[src/rtl/daa_intl_ctrl_regs.vh]
// register offsets, field positions and reset values of the line-interface control bank
`ifndef DAA_INTL_CTRL_REGS_VH
`define DAA_INTL_CTRL_REGS_VH
`define IDX_INTL_CTRL1 8'h40
`define IDX_INTL_CTRL2 8'h41
`define ADDR_INTL_CTRL1 10'h100
`define ADDR_INTL_CTRL2 10'h104
`define ADDR_STATUS 10'h108
`define ADDR_IRQ_STAT 10'h10c
`define ADDR_IRQ_MASK 10'h110
`define C1_TERM_HI 7
`define C1_SPEED_A 6
`define C1_TERM_LO 5
`define C1_FILTER 4
`define C1_SPEED_B 3
`define C1_QUENCH_HI 2
`define C1_QUENCH_LO 1
`define C1_RESET 8'h00
`define C2_CAL_CLR 7
`define C2_CAL_MAN 6
`define C2_CAL_AUTO_DIS 5
`define C2_RSVD 4
`define C2_OVL_EN 3
`define C2_BILL_EN 2
`define C2_RX_OVL 1
`define C2_BILL 0
`define C2_RESET 8'h00
`define C2_WMASK 8'hef
`define SPEED_FAST 2'h0
`define SPEED_3MS 2'h1
`define SPEED_26MS 2'h2
`define SPEED_UNDEF 2'h3
`define TERM_REAL600 2'h0
`define TERM_CPLX_GLOBAL 2'h1
`define TERM_CPLX_B 2'h2
`define TERM_CPLX_C 2'h3
`define IRQ_RX_OVL 0
`define IRQ_BILL 1
`define IRQ_CAL_DONE 2
`define IRQ_W 3
`define AXI_OKAY 2'h0
`define AXI_SLVERR 2'h2
`endif

[src/rtl/sync2.v]
// two-stage synchroniser for one asynchronous level
`timescale 1ns/10ps
`default_nettype none
module sync2 (
	input wire aclk,
	input wire aresetn,
	input wire d,
	output reg q
);
reg meta_r;
always @(posedge aclk) begin
	if (!aresetn) begin
		meta_r <= 1'b0;
		q <= 1'b0;
	end else begin
		meta_r <= d;
		q <= meta_r;
	end
end
endmodule // sync2
`default_nettype wire

[src/rtl/daa_intl_control_regs.v]
// AXI4-Lite bank for the line-interface international control registers
//
// Chosen here: the AXI4-Lite slave port.
`timescale 1ns/10ps
`default_nettype none
`include "daa_intl_ctrl_regs.vh"
module daa_intl_control_regs (
	// clock and reset
	input wire aclk,
	input wire aresetn,
	// axi4-lite write address
	input wire [9:0] s_axi_awaddr,
	input wire s_axi_awvalid,
	output reg s_axi_awready,
	// axi4-lite write data
	input wire [31:0] s_axi_wdata,
	input wire [3:0] s_axi_wstrb,
	input wire s_axi_wvalid,
	output reg s_axi_wready,
	// axi4-lite write response
	output reg [1:0] s_axi_bresp,
	output reg s_axi_bvalid,
	input wire s_axi_bready,
	// axi4-lite read address
	input wire [9:0] s_axi_araddr,
	input wire s_axi_arvalid,
	output reg s_axi_arready,
	// axi4-lite read data
	output reg [31:0] s_axi_rdata,
	output reg [1:0] s_axi_rresp,
	output reg s_axi_rvalid,
	input wire s_axi_rready,
	// line-side event inputs (asynchronous)
	input wire rx_overload_in,
	input wire overload_in,
	input wire billing_tone_in,
	input wire calib_busy_in,
	// line-side controls
	output reg [1:0] hook_release_speed,
	output reg [1:0] ac_termination,
	output reg recursive_filter_sel,
	output reg calib_clear,
	output reg calib_manual_start,
	output reg calib_auto_disable,
	output reg billing_hold_offhook,
	output reg overload_detected,
	// interrupt
	output reg irq
);

reg [7:0] ctrl1_r;
reg [7:0] ctrl2_r;
reg [`IRQ_W-1:0] irq_stat_r;
reg [`IRQ_W-1:0] irq_mask_r;
reg cal_busy_d_r;
reg rx_ovl_d_r;
wire rx_ovl_s;
wire ovl_s;
wire bill_s;
wire cal_busy_s;

sync2 u_sync_rxovl (
	.aclk(aclk),
	.aresetn(aresetn),
	.d(rx_overload_in),
	.q(rx_ovl_s)
);
sync2 u_sync_ovl (
	.aclk(aclk),
	.aresetn(aresetn),
	.d(overload_in),
	.q(ovl_s)
);
sync2 u_sync_bill (
	.aclk(aclk),
	.aresetn(aresetn),
	.d(billing_tone_in),
	.q(bill_s)
);
sync2 u_sync_cal (
	.aclk(aclk),
	.aresetn(aresetn),
	.d(calib_busy_in),
	.q(cal_busy_s)
);

// write path: address and data may arrive in either order
reg aw_held_r;
reg w_held_r;
reg [9:0] awaddr_r;
reg [31:0] wdata_r;
reg wstrb0_r;
wire aw_take = s_axi_awvalid && s_axi_awready;
wire w_take = s_axi_wvalid && s_axi_wready;
wire have_aw = aw_held_r || aw_take;
wire have_w = w_held_r || w_take;
wire [9:0] wa = aw_held_r ? awaddr_r : s_axi_awaddr;
wire [31:0] wd = w_held_r ? wdata_r : s_axi_wdata;
wire wb0 = w_held_r ? wstrb0_r : s_axi_wstrb[0];
wire do_wr = have_aw && have_w && !s_axi_bvalid;
wire wr_hit = (wa == `ADDR_INTL_CTRL1) || (wa == `ADDR_INTL_CTRL2) ||
	(wa == `ADDR_IRQ_STAT) || (wa == `ADDR_IRQ_MASK) || (wa == `ADDR_STATUS);
wire lane_ok = do_wr && wb0;
wire wr_c1 = lane_ok && (wa == `ADDR_INTL_CTRL1);
wire wr_c2 = lane_ok && (wa == `ADDR_INTL_CTRL2);
wire wr_is = lane_ok && (wa == `ADDR_IRQ_STAT);
wire wr_im = lane_ok && (wa == `ADDR_IRQ_MASK);

always @(posedge aclk) begin
	if (!aresetn) begin
		aw_held_r <= 1'b0;
		w_held_r <= 1'b0;
		awaddr_r <= 10'h000;
		wdata_r <= 32'h0000_0000;
		wstrb0_r <= 1'b0;
		s_axi_awready <= 1'b0;
		s_axi_wready <= 1'b0;
		s_axi_bvalid <= 1'b0;
		s_axi_bresp <= `AXI_OKAY;
	end else begin
		if (aw_take && !do_wr) begin
			aw_held_r <= 1'b1;
			awaddr_r <= s_axi_awaddr;
		end
		if (w_take && !do_wr) begin
			w_held_r <= 1'b1;
			wdata_r <= s_axi_wdata;
			wstrb0_r <= s_axi_wstrb[0];
		end
		if (do_wr) begin
			aw_held_r <= 1'b0;
			w_held_r <= 1'b0;
			s_axi_bvalid <= 1'b1;
			s_axi_bresp <= wr_hit ? `AXI_OKAY : `AXI_SLVERR;
		end else if (s_axi_bvalid && s_axi_bready) begin
			s_axi_bvalid <= 1'b0;
		end
		// ready only while nothing of that channel is held or pending
		s_axi_awready <= !have_aw && !s_axi_bvalid && !s_axi_awready;
		s_axi_wready <= !have_w && !s_axi_bvalid && !s_axi_wready;
	end
end

// control registers and event flags
wire c2_bill_en = ctrl2_r[`C2_BILL_EN];
wire cal_done = cal_busy_d_r && !cal_busy_s;
wire rx_ovl_rise = rx_ovl_s && !rx_ovl_d_r;
wire [`IRQ_W-1:0] irq_set;
assign irq_set[`IRQ_RX_OVL] = rx_ovl_rise;
assign irq_set[`IRQ_BILL] = bill_s && c2_bill_en && !ctrl2_r[`C2_BILL];
assign irq_set[`IRQ_CAL_DONE] = cal_done;

reg [7:0] c2_nxt;
always @* begin
	c2_nxt = ctrl2_r;
	if (wr_c2)
		c2_nxt = (wd[7:0] & `C2_WMASK) | (ctrl2_r & ~`C2_WMASK);
	// the overload flag only clears by a zero write; a one write keeps its value
	if (wr_c2 && wd[`C2_RX_OVL])
		c2_nxt[`C2_RX_OVL] = ctrl2_r[`C2_RX_OVL];
	if (rx_ovl_s)
		c2_nxt[`C2_RX_OVL] = 1'b1;
	// manual start self-clears when the line side finishes calibrating
	if (cal_done && !(wr_c2 && wd[`C2_CAL_MAN]))
		c2_nxt[`C2_CAL_MAN] = 1'b0;
	c2_nxt[`C2_BILL] = bill_s && c2_nxt[`C2_BILL_EN];
	c2_nxt[`C2_RSVD] = 1'b0;
end

always @(posedge aclk) begin
	if (!aresetn) begin
		ctrl1_r <= `C1_RESET;
		ctrl2_r <= `C2_RESET;
		irq_stat_r <= {`IRQ_W{1'b0}};
		irq_mask_r <= {`IRQ_W{1'b0}};
		cal_busy_d_r <= 1'b0;
		rx_ovl_d_r <= 1'b0;
	end else begin
		cal_busy_d_r <= cal_busy_s;
		rx_ovl_d_r <= rx_ovl_s;
		if (wr_c1)
			ctrl1_r <= wd[7:0];
		ctrl2_r <= c2_nxt;
		// set wins over a write-one clear in the same cycle
		irq_stat_r <= (irq_stat_r & ~(wr_is ? wd[`IRQ_W-1:0] : {`IRQ_W{1'b0}})) | irq_set;
		if (wr_im)
			irq_mask_r <= wd[`IRQ_W-1:0];
	end
end

// decoded line-side controls, registered
reg [1:0] speed_nxt;
reg [1:0] term_nxt;
always @* begin
	if (!ctrl1_r[`C1_SPEED_A] && !ctrl1_r[`C1_SPEED_B] &&
		!ctrl1_r[`C1_QUENCH_HI] && !ctrl1_r[`C1_QUENCH_LO])
		speed_nxt = `SPEED_FAST;
	else if (!ctrl1_r[`C1_SPEED_A] && ctrl1_r[`C1_SPEED_B] &&
		!ctrl1_r[`C1_QUENCH_HI] && !ctrl1_r[`C1_QUENCH_LO])
		speed_nxt = `SPEED_3MS;
	else if (ctrl1_r[`C1_SPEED_A] && ctrl1_r[`C1_QUENCH_HI] && ctrl1_r[`C1_QUENCH_LO])
		speed_nxt = `SPEED_26MS;
	else
		speed_nxt = `SPEED_UNDEF;
	if (!ctrl1_r[`C1_TERM_HI])
		term_nxt = ctrl1_r[`C1_TERM_LO] ? `TERM_CPLX_GLOBAL : `TERM_REAL600;
	else
		term_nxt = ctrl1_r[`C1_TERM_LO] ? `TERM_CPLX_C : `TERM_CPLX_B;
end

always @(posedge aclk) begin
	if (!aresetn) begin
		hook_release_speed <= `SPEED_FAST;
		ac_termination <= `TERM_REAL600;
		recursive_filter_sel <= 1'b0;
		calib_clear <= 1'b0;
		calib_manual_start <= 1'b0;
		calib_auto_disable <= 1'b0;
		billing_hold_offhook <= 1'b0;
		overload_detected <= 1'b0;
		irq <= 1'b0;
	end else begin
		hook_release_speed <= speed_nxt;
		ac_termination <= term_nxt;
		recursive_filter_sel <= ctrl1_r[`C1_FILTER];
		calib_clear <= ctrl2_r[`C2_CAL_CLR];
		calib_manual_start <= ctrl2_r[`C2_CAL_MAN];
		calib_auto_disable <= ctrl2_r[`C2_CAL_AUTO_DIS];
		billing_hold_offhook <= c2_bill_en && bill_s;
		// enable is software's to time around off-hook; the block just gates
		overload_detected <= ctrl2_r[`C2_OVL_EN] && ovl_s;
		irq <= |(irq_stat_r & irq_mask_r);
	end
end

// read path
reg [31:0] rd_nxt;
reg rd_hit;
always @* begin
	rd_nxt = 32'h0000_0000;
	rd_hit = 1'b1;
	case (s_axi_araddr)
		`ADDR_INTL_CTRL1: rd_nxt[7:0] = ctrl1_r;
		`ADDR_INTL_CTRL2: rd_nxt[7:0] = ctrl2_r;
		`ADDR_STATUS: rd_nxt[1:0] = {cal_busy_s, overload_detected};
		`ADDR_IRQ_STAT: rd_nxt[`IRQ_W-1:0] = irq_stat_r;
		`ADDR_IRQ_MASK: rd_nxt[`IRQ_W-1:0] = irq_mask_r;
		default: rd_hit = 1'b0;
	endcase
end

always @(posedge aclk) begin
	if (!aresetn) begin
		s_axi_arready <= 1'b0;
		s_axi_rvalid <= 1'b0;
		s_axi_rdata <= 32'h0000_0000;
		s_axi_rresp <= `AXI_OKAY;
	end else begin
		if (s_axi_arvalid && s_axi_arready) begin
			s_axi_rvalid <= 1'b1;
			s_axi_rdata <= rd_nxt;
			s_axi_rresp <= rd_hit ? `AXI_OKAY : `AXI_SLVERR;
		end else if (s_axi_rvalid && s_axi_rready) begin
			s_axi_rvalid <= 1'b0;
		end
		s_axi_arready <= !s_axi_arready && !s_axi_rvalid && s_axi_arvalid;
	end
end

endmodule // daa_intl_control_regs
`default_nettype wire

[config.mk]
export PLATFORM = sky130hd
export DESIGN_NAME = daa_intl_control_regs
export DESIGN_NICKNAME = d
export VERILOG_FILES = /design/src/rtl/sync2.v /design/src/rtl/daa_intl_control_regs.v
export VERILOG_INCLUDE_DIRS = /design/src /design/src/rtl
export SDC_FILE = /design/constraint.sdc
export NUM_CORES = 1
export LEC_CHECK = 0
export BUFFER_PORTS_ARGS = -buffer_cell sky130_fd_sc_hd__buf_2
export CAP_MARGIN = 25
export CORE_ASPECT_RATIO = 1.75
export CORE_UTILIZATION = 50
export DETAILED_ROUTE_END_ITERATION = 6
export PLACE_DENSITY_LB_ADDON = 0.25
export SLEW_MARGIN = 0
export SYNTH_ARGS = -nofsm -noshare
export SYNTH_HDL_FRONTEND = slang
export SYNTH_SLANG_ARGS = --single-unit
[constraint.sdc]
create_clock -name aclk -period 2.51 [get_ports aclk]
set_input_delay 0.251 -clock aclk [delete_from_list [all_inputs] [get_ports aclk]]
set_output_delay 0.251 -clock aclk [all_outputs]
set_load 0.02 [all_outputs]
After elaboration in Yosys (flattened, before gate mapping)
Index checks and enable logic that the tools add are counted.
{ "classes": {"eq_ne": 11, "n_mux": 22, "bitwise_logic": 6, "reduce_logical": 69} }
{ "op_table": {"columns": ["op", "count"], "rows": [
  ["equality test 10 x 9 -> 1 bit, second input constant", 10],
  ["logical AND 1 bit", 37],
  ["zero test 1 bit", 16],
  ["two-way mux 1 bit", 12],
  ["two-way mux 10 bit", 1],
  ["one-hot mux 2 bit (5 select lines)", 1],
  ["one-hot mux 5 bit (2 select lines)", 1],
  ["two-way mux 8 bit", 1],
  ["bitwise OR 8 x 1 -> 8 bit, second input constant", 1],
  ["AND 3 bit", 2],
  ["logical OR 1 bit", 6],
  ["two-way mux 2 bit", 3],
  ["two-way mux 3 bit", 2],
  ["nonzero test 2 bit", 3],
  ["OR reduction 2 bit", 3],
  ["OR reduction 3 bit", 2],
  ["OR reduction 5 bit", 1],
  ["one-hot mux 1 bit (4 select lines)", 1],
  ["NOT 3 bit", 1],
  ["bitwise OR 3 bit", 1],
  ["!= test 2 x 1 -> 1 bit, second input constant", 1],
  ["AND reduction 2 bit", 1],
  ["NOT 1 bit", 1]
]} }
{ "totals": {"regBits": 80, "input_bits": 67, "output_inout_bits": 52, "word_cells": 148} }

Logic depth before layout (Yosys ltp)
Gate-level depths: netlist of run 1.
{ "logic_depth": {"depth_word": 10, "ltp_mapped": 5, "depth_no_buf": 4} }

Hierarchy
A second synthesis of run 1 with hierarchy kept.
{ "unflattened": {"hier_cells": 349, "hier_area_um2": 3427.0} }
{ "by_module_without_submodules": {"columns": ["module", "n_inst", "cells_each", "area_per_inst_um2"], "rows": [
  ["daa_intl_control_regs", 1, 333, 3216.8],
  ["sync2", 4, 4, 52.6]
]} }

Worst setup path before layout of run 1
OpenSTA, ideal clock, no wires.
{ "synth_path": {"path_type": "reg-to-reg", "startpoint": "reg s_axi_wready", "endpoint": "reg ctrl2_r[0]", "setup_time_ps": 121, "arrival_time_ps": 1900, "required_ps": 2389, "setup_slack_ps": 489, "stages_incl_launch_ff": 5, "n_path_buf": 0, "path_cell_list": "dfxtp_1 > a21oi_1 > nor4_2 > nor4b_4 > mux2_4"} }
{ "synth_via": {"elab_chain_len": 8} }
{ "synth_rtl": {"columns": ["item", "line_no", "rtl"], "rows": [
  ["start, declared", "daa_intl_control_regs.v:19", "output reg s_axi_wready,"],
  ["start signal, assigned", "daa_intl_control_regs.v:140", "s_axi_wready <= !have_w && !s_axi_bvalid && !s_axi_wready;"],
  ["logical AND 1 bit", "daa_intl_control_regs.v:94", "wire w_take = s_axi_wvalid && s_axi_wready;"],
  ["logical OR 1 bit", "daa_intl_control_regs.v:96", "wire have_w = w_held_r || w_take;"],
  ["logical AND 1 bit (2 in series)", "daa_intl_control_regs.v:100", "wire do_wr = have_aw && have_w && !s_axi_bvalid;"],
  ["logical AND 1 bit", "daa_intl_control_regs.v:103", "wire lane_ok = do_wr && wb0;"],
  ["logical AND 1 bit", "daa_intl_control_regs.v:105", "wire wr_c2 = lane_ok && (wa == `ADDR_INTL_CTRL2);"],
  ["two-way mux 3 bit", "daa_intl_control_regs.v:156", "if (wr_c2)"],
  ["logical AND 1 bit", "daa_intl_control_regs.v:166", "c2_nxt[`C2_BILL] = bill_s && c2_nxt[`C2_BILL_EN];"],
  ["end signal, assigned", "daa_intl_control_regs.v:173", "ctrl2_r <= `C2_RESET;"],
  ["end signal, assigned", "daa_intl_control_regs.v:183", "ctrl2_r <= c2_nxt;"],
  ["end, declared", "daa_intl_control_regs.v:52", "reg [7:0] ctrl2_r;"]
]} }
Every way passes these cells. The select of a mux whose other input is x is not followed.
A chain may end at the register's enable or synchronous reset.

Final worst setup path of run 1
{ "layout_path": {"startpoint": "reg w_held_r", "endpoint": "reg ctrl2_r[7]"} }
{ "layout_via": {"elab_chain_len": 5} }
{ "layout_rtl": {"columns": ["item", "line_no", "rtl"], "rows": [
  ["start, declared", "daa_intl_control_regs.v:89", "reg w_held_r;"],
  ["start signal, assigned", "daa_intl_control_regs.v:112", "w_held_r <= 1'b0;"],
  ["start signal, assigned", "daa_intl_control_regs.v:126", "w_held_r <= 1'b1;"],
  ["start signal, assigned", "daa_intl_control_regs.v:132", "w_held_r <= 1'b0;"],
  ["logical OR 1 bit", "daa_intl_control_regs.v:96", null],
  ["logical AND 1 bit (2 in series)", "daa_intl_control_regs.v:100", null],
  ["logical AND 1 bit", "daa_intl_control_regs.v:103", null],
  ["logical AND 1 bit", "daa_intl_control_regs.v:105", null]
]} }
Several ways; a longest one is shown, not always the timed one.

==> flow_results.org, run 1 <==
** Setup path
- Setup slack, reg-to-reg :: 390 ps
- Crit path from :: w_held_r$_SDFFE_PP0P_
- The cell family contributing the most delay on the critical path is simple AND/OR/NAND/NOR gates.
- For this design, the slowest cell found on the critical path is nor4_2.
- The setup path with the least slack is of type reg -> reg.
- Arr. time, crit path :: 2380 ps
- Maximum fanout count along the critical path :: 6
- STA classifies the critical path startpoint as a register.
- Sequence of cells on the critical path :: a21oi_1, nor4_2, nor4b_4, buf_4, mux2i_1
- R2r startpoint :: w_held_r$_SDFFE_PP0P_
- Endpoint kind of the worst setup timing path :: register
- The worst register-to-register path ends at ctrl2_r[7]$_SDFFE_PN0N_.
- Together, buffers and inverters on the worst path number 1.
- Worst endpoint required time :: 2770 ps
- Path depth of the worst reg2reg path :: 5
- CP peak stage delay :: 530 ps

** Global routing
- The first global-routing pass estimated 10.79 mm of wire.
- Number of antenna violations at the first check in global routing :: 0
- For this run, the total global-route usage over all layers was measured as 19.72%.
- The via count of the first global-routing pass came to 2,469.
- Largest net degree at the start of global routing :: 42
- After global routing the overflow that remains totals 0.

** Synth
- Summed over its instances, the top area cell type makes up 45.63% of the synthesized netlist area.
- Main flop type after synthesis :: dfxtp_1
- By instance count, the leading cell after synthesis is dfxtp_1.
- Top cell types by occurrence after synthesis :: dfxtp_1 (78), mux2i_1 (40), nand2_1 (31)
- Yosys mapped the design onto 50 distinct sky130hd cell types.
- Post-synth EDFFs :: 0
- Total of warnings raised by yosys :: 0
- Gate count after technology mapping :: 348
- The share of the Yosys chip area taken by registers is 45.63%.
- Summed over all instances, the cell type with the most area after synthesis is dfxtp_1.
- Counting flops with an async set or reset pin after synthesis yields a share of 0%.
- A synthesized cell averages 9.833 µm².
- In the post-synthesis netlist, the biggest area contributors are dfxtp_1 (46%), mux2i_1 (12%), buf_4 (5.9%).
- After synthesis the netlist holds a flip-flop and latch count of 78.
- In this run the cell area of the synthesized design comes to 3422 µm².

** Floorplanning
- The floorplan step defined a die boundary enclosing 7192 µm².
- Area of the placeable core :: 6588 µm²
- Width of the chip :: 64.54 µm
- The floorplan has 39 rows.
- During I/O placement, the number of pins put on the boundary was 119.
- For this configuration, the core starts out at a cell density of 51.95%.
- Height of the die :: 111.4 µm

** Clock network
- In this run the number of H-tree levels came out at 3.
- CTS saw 78 sinks.
- Post-CTS setup-driven buffer insertion count :: 0
- Buffers from clock root to sink, at most :: 2
- Clock tree from TritonCTS :: built
- CTS resizes :: 0
- Clock-pin slew was measured on the worst setup and hold paths at 50 ps.
- Buffers inserted to repair hold after CTS numbered 0.
- TritonCTS created 9 clock buffers.
- The cell sitting at the root of the clock tree is a clkbuf_16.
- Clock latency on the worst-skew pair, taken at its later pin, is 330 ps.

** STA
- In this run the tightest slew margin relative to its limit is 59.38%.
- Unrepaired setup endpoints after global routing :: no
- The final hold violation count was 0.
- Of the available clock period, the critical path in the final layout requires 84.45%.
- Maximum clock frequency :: 471.8 MHz
- Setup violations remaining at the end of the flow were counted as 0.
- The max-slew violation total from the final report came to 0.
- Final Critical Period :: 2120 ps
- The clock arrives with 2.699 ps of skew.
- Summed over all failing endpoints, the final setup total negative slack is 0 ps.
- Transition time at the pin with the least slew margin :: 609.2 ps

** Placement
- Number of buffer cells added on primary ports :: 65
- Half-perimeter wire length of the detailed placement result :: 4.872 mm
- Post-placement cell area :: 3770 µm²
- The congestion estimate from routability-driven global placement came to 0.7634.

** Routing
- In this run the remaining antenna-violating nets after routing total 0.
- The first detailed-routing pass took 4 iterations.
- The routed layout has 2,588 vias.
- Mean routed wirelength per cell :: 12.95 µm
- Via density :: 5.125
- In the routed design, unresolved DRC markers number 0.
- The detailed router finished its first iteration with 121 violations.
- Routed WL :: 6.541 mm

** Layout
- Once layout is done, the placed cells without fillers occupy 4039 µm².
- Counting the fill cells in the layout gives 583.
- Area growth from synthesis to layout :: 18.03%
- The number of antenna diodes in the final layout is 0.
- In the final layout, the share of cells above drive strength 1 is 24.59%.
- Total number of nets in the final design :: 486

** Worst hold path
- Number of instances on the worst hold path :: 2
- The worst hold path belongs to the class in -> reg.
- Sink of the worst hold path :: u_sync_cal.meta_r$_SDFF_PN0_
- The worst hold path begins at calib_busy_in.

** Power and ir drop
- Cell area power density :: 683.8 nW/µm²
- Largest vdd supply drop :: 0.4699 mV
- For this design the static power due to leakage is 0.001932 µW.

** Run status
- The run finished with clean final reports.

** Job
- Max-cap violations in this run came to 0.
flip-flops by register name (all words and copies together), names as in the netlist, 2 cells and up:
| register | flops |
|---|---|
| awaddr_r | 10 |
| ctrl1_r | 8 |
| s_axi_rdata | 8 |
| wdata_r | 8 |
| ctrl2_r | 7 |
| irq_mask_r | 3 |
| irq_stat_r | 3 |
| ac_termination | 2 |
| hook_release_speed | 2 |
logic make-up (layout without fill, tap and decap cells):
group / count (synthesis) / after routing / share of synthesized area [%]
AO/OA/AOI/OAI: 42 / 42 / 8.410
buffers and inverters: 46 / 96 / 8.044
flip-flops: 78 / 78 / 45.63
multiplexers: 51 / 51 / 15.43
other: 1 / 26 / 0.1096
AND/OR/NAND/NOR: 130 / 130 / 22.38
report_power, final:
group | total (µW) | switching, µW | internal [µW]
clock | 1150 | 438 | 716
combinational | 298 | 173 | 125
sequential | 1310 | 27.9 | 1280
worst register-to-register path, cell delays in order, from the launching register on:
cell     delay, ps
dfxtp_1        450
a21oi_1        150
nor4_2         530
nor4b_4        490
buf_4          240
mux2i_1        190
worst max-delay path by stage:
stage | end | cells after the start | slack [ps]
global route | ctrl2_r[7]$_SDFFE_PN0N_ | 5 | 210
floorplan | ctrl2_r[0]$_SDFF_PN0_ | 4 | 490
CTS | ctrl2_r[7]$_SDFFE_PN0N_ | 5 | 330
finish | ctrl2_r[7]$_SDFFE_PN0N_ | 5 | 390
global placement | ctrl2_r[6]$_SDFFE_PP0N_ | 5 | 410
detailed placement | ctrl2_r[7]$_SDFFE_PN0N_ | 5 | 380
cells in the final DEF, fill, tap and decap left out, drive strengths merged, types with 3 or more instances in the layout:
cell / synthesis / final
a21oi: 5 / 5
a221oi: 6 / 6
a31oi: 4 / 4
and2: 13 / 13
and3: 3 / 3
buf: 30 / 76
clkbuf: 11 / 14
conb: 1 / 26
dfxtp: 78 / 78
inv: 5 / 5
mux2: 11 / 11
mux2i: 40 / 40
nand2: 31 / 31
nand2b: 6 / 6
nand3: 6 / 6
nor2: 14 / 14
nor2b: 26 / 26
nor3: 6 / 6
nor3b: 5 / 5
nor4: 4 / 4
o21ai: 10 / 10
o22ai: 3 / 3
metal layers:
| metal | global-route usage (%) | vias to the layer above | wire [µm] |
|---|---|---|---|
| met1 | 20.32 | 1192 | 2647 |
| met5 | 0 | - | 0 |
| met2 | 34.67 | 72 | 3417 |
| met4 | 9.481 | 0 | 147 |
| li1 | - | 1312 | - |
| met3 | 6.762 | 12 | 328 |
per-stage QoR:
stage / cells / setup WS, ps / utilization, % / power, µW / hold WS, ps
after floorplan: 373 / 488.8 / - / 1567 / 378.3
after global placement: 490 / 412.5 / 57.23 / 1627 / 414.5
after detailed placement: 490 / 383.4 / 57.23 / 1633 / 419.3
after CTS: 505 / 331.6 / 61.31 / 2794 / 114.4
after global routing: 505 / 208.7 / 61.31 / 2885 / 118.6
final: 505 / 390.3 / 61.31 / 2762 / 122.7
cell type report:
type / count / area [µm²] / area share (%)
Tap cell: 82 / 102.6 / 2.540
Clock inverter: 1 / 5.005 / 0.1239
Sequential cell: 78 / 1562 / 38.66
Inverter: 5 / 18.77 / 0.4647
Clock buffer: 14 / 264.0 / 6.537
Timing Repair Buffer: 76 / 407.9 / 10.10
Multi-Input combinational cell: 249 / 1679 / 41.57
Note: power is estimated with default switching activity, not from simulation.
==> run 2: changes to the inputs <==
--- a/config.mk
+++ b/config.mk
@@ -9,7 +9,7 @@
 export BUFFER_PORTS_ARGS = -buffer_cell sky130_fd_sc_hd__buf_2
 export CAP_MARGIN = 25
 export CORE_ASPECT_RATIO = 1.75
-export CORE_UTILIZATION = 50
+export CORE_UTILIZATION = 45
 export DETAILED_ROUTE_END_ITERATION = 6
 export PLACE_DENSITY_LB_ADDON = 0.25
 export SLEW_MARGIN = 0
==> constraint.sdc (replaced) <==
create_clock -name aclk -period 1.82 [get_ports aclk]
set_input_delay 0.182 -clock aclk [delete_from_list [all_inputs] [get_ports aclk]]
set_output_delay 0.182 -clock aclk [all_outputs]
set_load 0.02 [all_outputs]
==> run 2 against run 1 <==
Compared with the run above: cell count increased by 4.6%; wire length increased by 10%; die area grew 11%; critical path type unchanged; global-route usage is 0.27 points lower; design area rose by 4.8%; sequential share of layout area shrank 1.6 points; largest power group unchanged; the flow now finishes with violations (negative setup slack); critical path depth is 1 lower; largest cell class unchanged.
==> flow_results.org, run 2 (synthesized netlist as in run 1, its figures left out) <==
** Run status
- Result of the run: finished with violations (was complete, no violations).
- The checks that failed: negative setup slack.

** Global routing
- The initial antenna violation count is 0 (unchanged).
- The first-pass GRT wire length is 11.52 mm (was 10.79 mm).
- Overall overflow remaining after global route :: 0 (unchanged)
- The largest net degree at the start of global routing was 30 (was 42).
- The via count of the first global-routing pass is 2,523 (was 2,469).
- The all-layer global routing usage was 19.45% (was 19.72%).

** Clock network
- The library cell used as clock root buffer is clkbuf_16 (unchanged).
- The worst-skew pair later-pin latency was 340 ps (was 330 ps).
- The clock tree from TritonCTS was built (unchanged).
- Sink Count :: 78 (unchanged)
- CTS H-tree depth :: 3 (unchanged)
- The hold-fix buffer count after cts was 0 (unchanged).
- Buffers from clock root to sink, at most :: 2 (unchanged)
- Total CTS buffers :: 9 (unchanged)
- Clock Pin Slew Worst Setup and Hold Paths :: 60 ps (was 50 ps)

** Layout
- Footprint of the multi-input gates :: 1689 µm² (was 1679 µm²)
- The fraction of final layout cells with drive strength greater than 1 is 29.64% (was 24.59%).
- Highest-count cells in the layout ignoring fill and taps: dfxtp_1 (73), buf_2 (65), mux2i_1 (40) (was dfxtp_1 (78), buf_2 (65), mux2i_1 (40)).
- Number of flip-flops in the largest register :: 10 (unchanged)
- Total number of nets in the final design :: 504 (was 486)
- Share of the core filled with cells :: 58.09% (was 61.31%)
- Leading cell type in the layout, fill and taps excluded :: dfxtp_1 (unchanged)
- The signed area change from the synthesized netlist to the final layout came to 23.66% (was 18.03%).
- Register with the most flip-flops :: awaddr_r (unchanged)
- The fill cell total of the finished layout came to 675 (was 583).
- Final Non-Filler Cells :: 528 (was 505)
- Antenna cell count :: 0 (unchanged)
- The sequential cell area is 1570 µm² (was 1562 µm²).

** Setup path
- Arr. time, crit path :: 2060 ps (was 2380 ps)
- The library cell contributing the largest single delay on the critical path is or4bb_1 (was nor4_2).
- Sequence of cells on the critical path: or4bb_1, o22a_1, nor4b_4, mux2_4 (was a21oi_1, nor4_2, nor4b_4, buf_4, mux2i_1).
- The element type at the critical path end is a register (unchanged).
- Critical path startpoint category :: register (unchanged)
- Worst endpoint required time :: 2050 ps (was 2770 ps)
- The type of the worst setup path is reg -> reg (unchanged).
- The highest cell delay on the worst timing path is 520 ps (was 530 ps).
- Maximum fanout count along the critical path :: 2 (was 6)

** STA
- The final cycle utilization of the critical path came to 100.9% (was 84.45%).
- Smallest setup slack after layout :: -15.57 ps (was 390.3 ps)
- The max-slew violation total from the final report came to 0 (unchanged).
- Final Critical Period :: 1836 ps (was 2120 ps)
- Transition time at the pin with the least slew margin :: 510.6 ps (was 609.2 ps)
- The number of endpoints failing setup at the final stage was 2 (was 0).
- The final worst hold slack is 51.44 ps (was 122.7 ps).
- Unrepaired setup endpoints after global routing :: yes (was no)
- Tightest slew margin relative to the limit :: 65.96% (was 59.38%)
- The timing-limited maximum frequency is 544.8 MHz (was 471.8 MHz).
- The final hold violation count came to 0 (unchanged).
- The worst clock skew on the final layout came to 7.249 ps (was 2.699 ps).
- TNS Setup :: -23.74 ps (was 0 ps)

** Floorplanning
- Row cnt :: 41 (was 39)
- Width of the chip :: 67.92 µm (was 64.54 µm)
- The chip height came to 117.4 µm (was 111.4 µm).
- Area of the placeable core :: 7284 µm² (was 6588 µm²)
- The initial core utilization was 46.98% (was 51.95%).
- The die footprint is 7971 µm² (was 7192 µm²).
- Number of placed I/O pins :: 119 (unchanged)

** Power and ir drop
- Largest vdd supply drop :: 0.6421 mV (was 0.4699 mV)
- Cell area power density :: 941.9 nW/µm² (was 683.8 nW/µm²)
- Leakage power of the design :: 0.002056 µW (was 0.001932 µW)

** Placement
- RD Place Congestion :: 0.8472 (was 0.7634)
- Cells after DPL :: 507 (was 490)
- The setup slack at placement was -142.3 ps (was 383.4 ps).
- The post-DP HPWL came to 5.350 mm (was 4.872 mm).
- The number of I/O port buffers came to 65 (unchanged).

** Routing
- The count of unresolved DRC violations after routing was 0 (unchanged).
- 1st-iter DRT viols :: 95 (was 121)
- Via density :: 5.053 (was 5.125)
- Drt first pass iters :: 4 (unchanged)
- The remaining antenna violation count after routing was 0 (unchanged).
- Via count :: 2,668 (was 2,588)
- Mean routed wirelength per cell :: 13.65 µm (was 12.95 µm)
- The routed wire length was 7.209 mm (was 6.541 mm).

** Worst hold path
- The worst min-delay path class was in -> reg (unchanged).

** Job
- Max-capacitance violation count :: 0 (unchanged)
## run 2: path summary, 6_finish.rpt
| path | end | cells past startpoint | start | slack, ps |
|---|---|---|---|---|
| max | ctrl2_r[0]$_SDFF_PN0_ | 4 | awaddr_r[9]$_SDFFE_PN0P_ | -20 |
| min | u_sync_bill.meta_r$_SDFF_PN0_ | 2 | billing_tone_in | 50 |
| min reg2reg | u_sync_cal.q$_SDFF_PN0_ | 1 | u_sync_cal.meta_r$_SDFF_PN0_ | 420 |
| max reg2reg | ctrl2_r[0]$_SDFF_PN0_ | 4 | awaddr_r[9]$_SDFFE_PN0P_ | -20 |
## run 2: layout make-up
| cell class | count | share of cell area (%) |
|---|---|---|
| Multi-Input combinational cell | 249 | 39.92 |
| Sequential cell | 78 | 37.11 |
| Timing Repair Buffer | 94 | 13.10 |
| Clock buffer | 10 | 5.411 |
| Tap cell | 86 | 2.543 |
| Clock inverter | 6 | 1.478 |
| Inverter | 5 | 0.4435 |
## run 2: per-layer routing
layer	vias up	routed length, µm	GRT usage, %
met5	-	0	0
met4	0	171	10.03
met3	11	349	4.572
met2	72	3899	33.95
met1	1236	2789	20.39
li1	1349	-	-
## run 2: power breakdown
group | switching (µW) | internal [µW]
Combinational | 250 | 199
Sequential | 37.3 | 1770
Clock | 674 | 1060
Total | 962 | 3020
## run 2: metrics by stage
step / total power [µW] / cell area [µm²]
after global routing: 4137 / 4232
after floorplan: 2164 / 3521
after CTS: 4018 / 4188
final: 3986 / 4232
after detailed placement: 2279 / 3874
after global placement: 2271 / 3874
## run 2: critical path, delay by kind of cell (launching register included)
kind,cells,cell delay [ps]
AO/OA/AOI/OAI,1,260
flip-flops,1,320
multiplexers,1,330
AND/OR/NAND/NOR,2,820
## run 2: repair_timing
| item | 4_1_cts | 5_1_grt |
|---|---|---|
| pin swaps | 0 | 4 |
| setup endpoints to repair | 15 | 17 |
| gates resized for setup | 3 | 7 |
| buffers inserted | 2 | 3 |
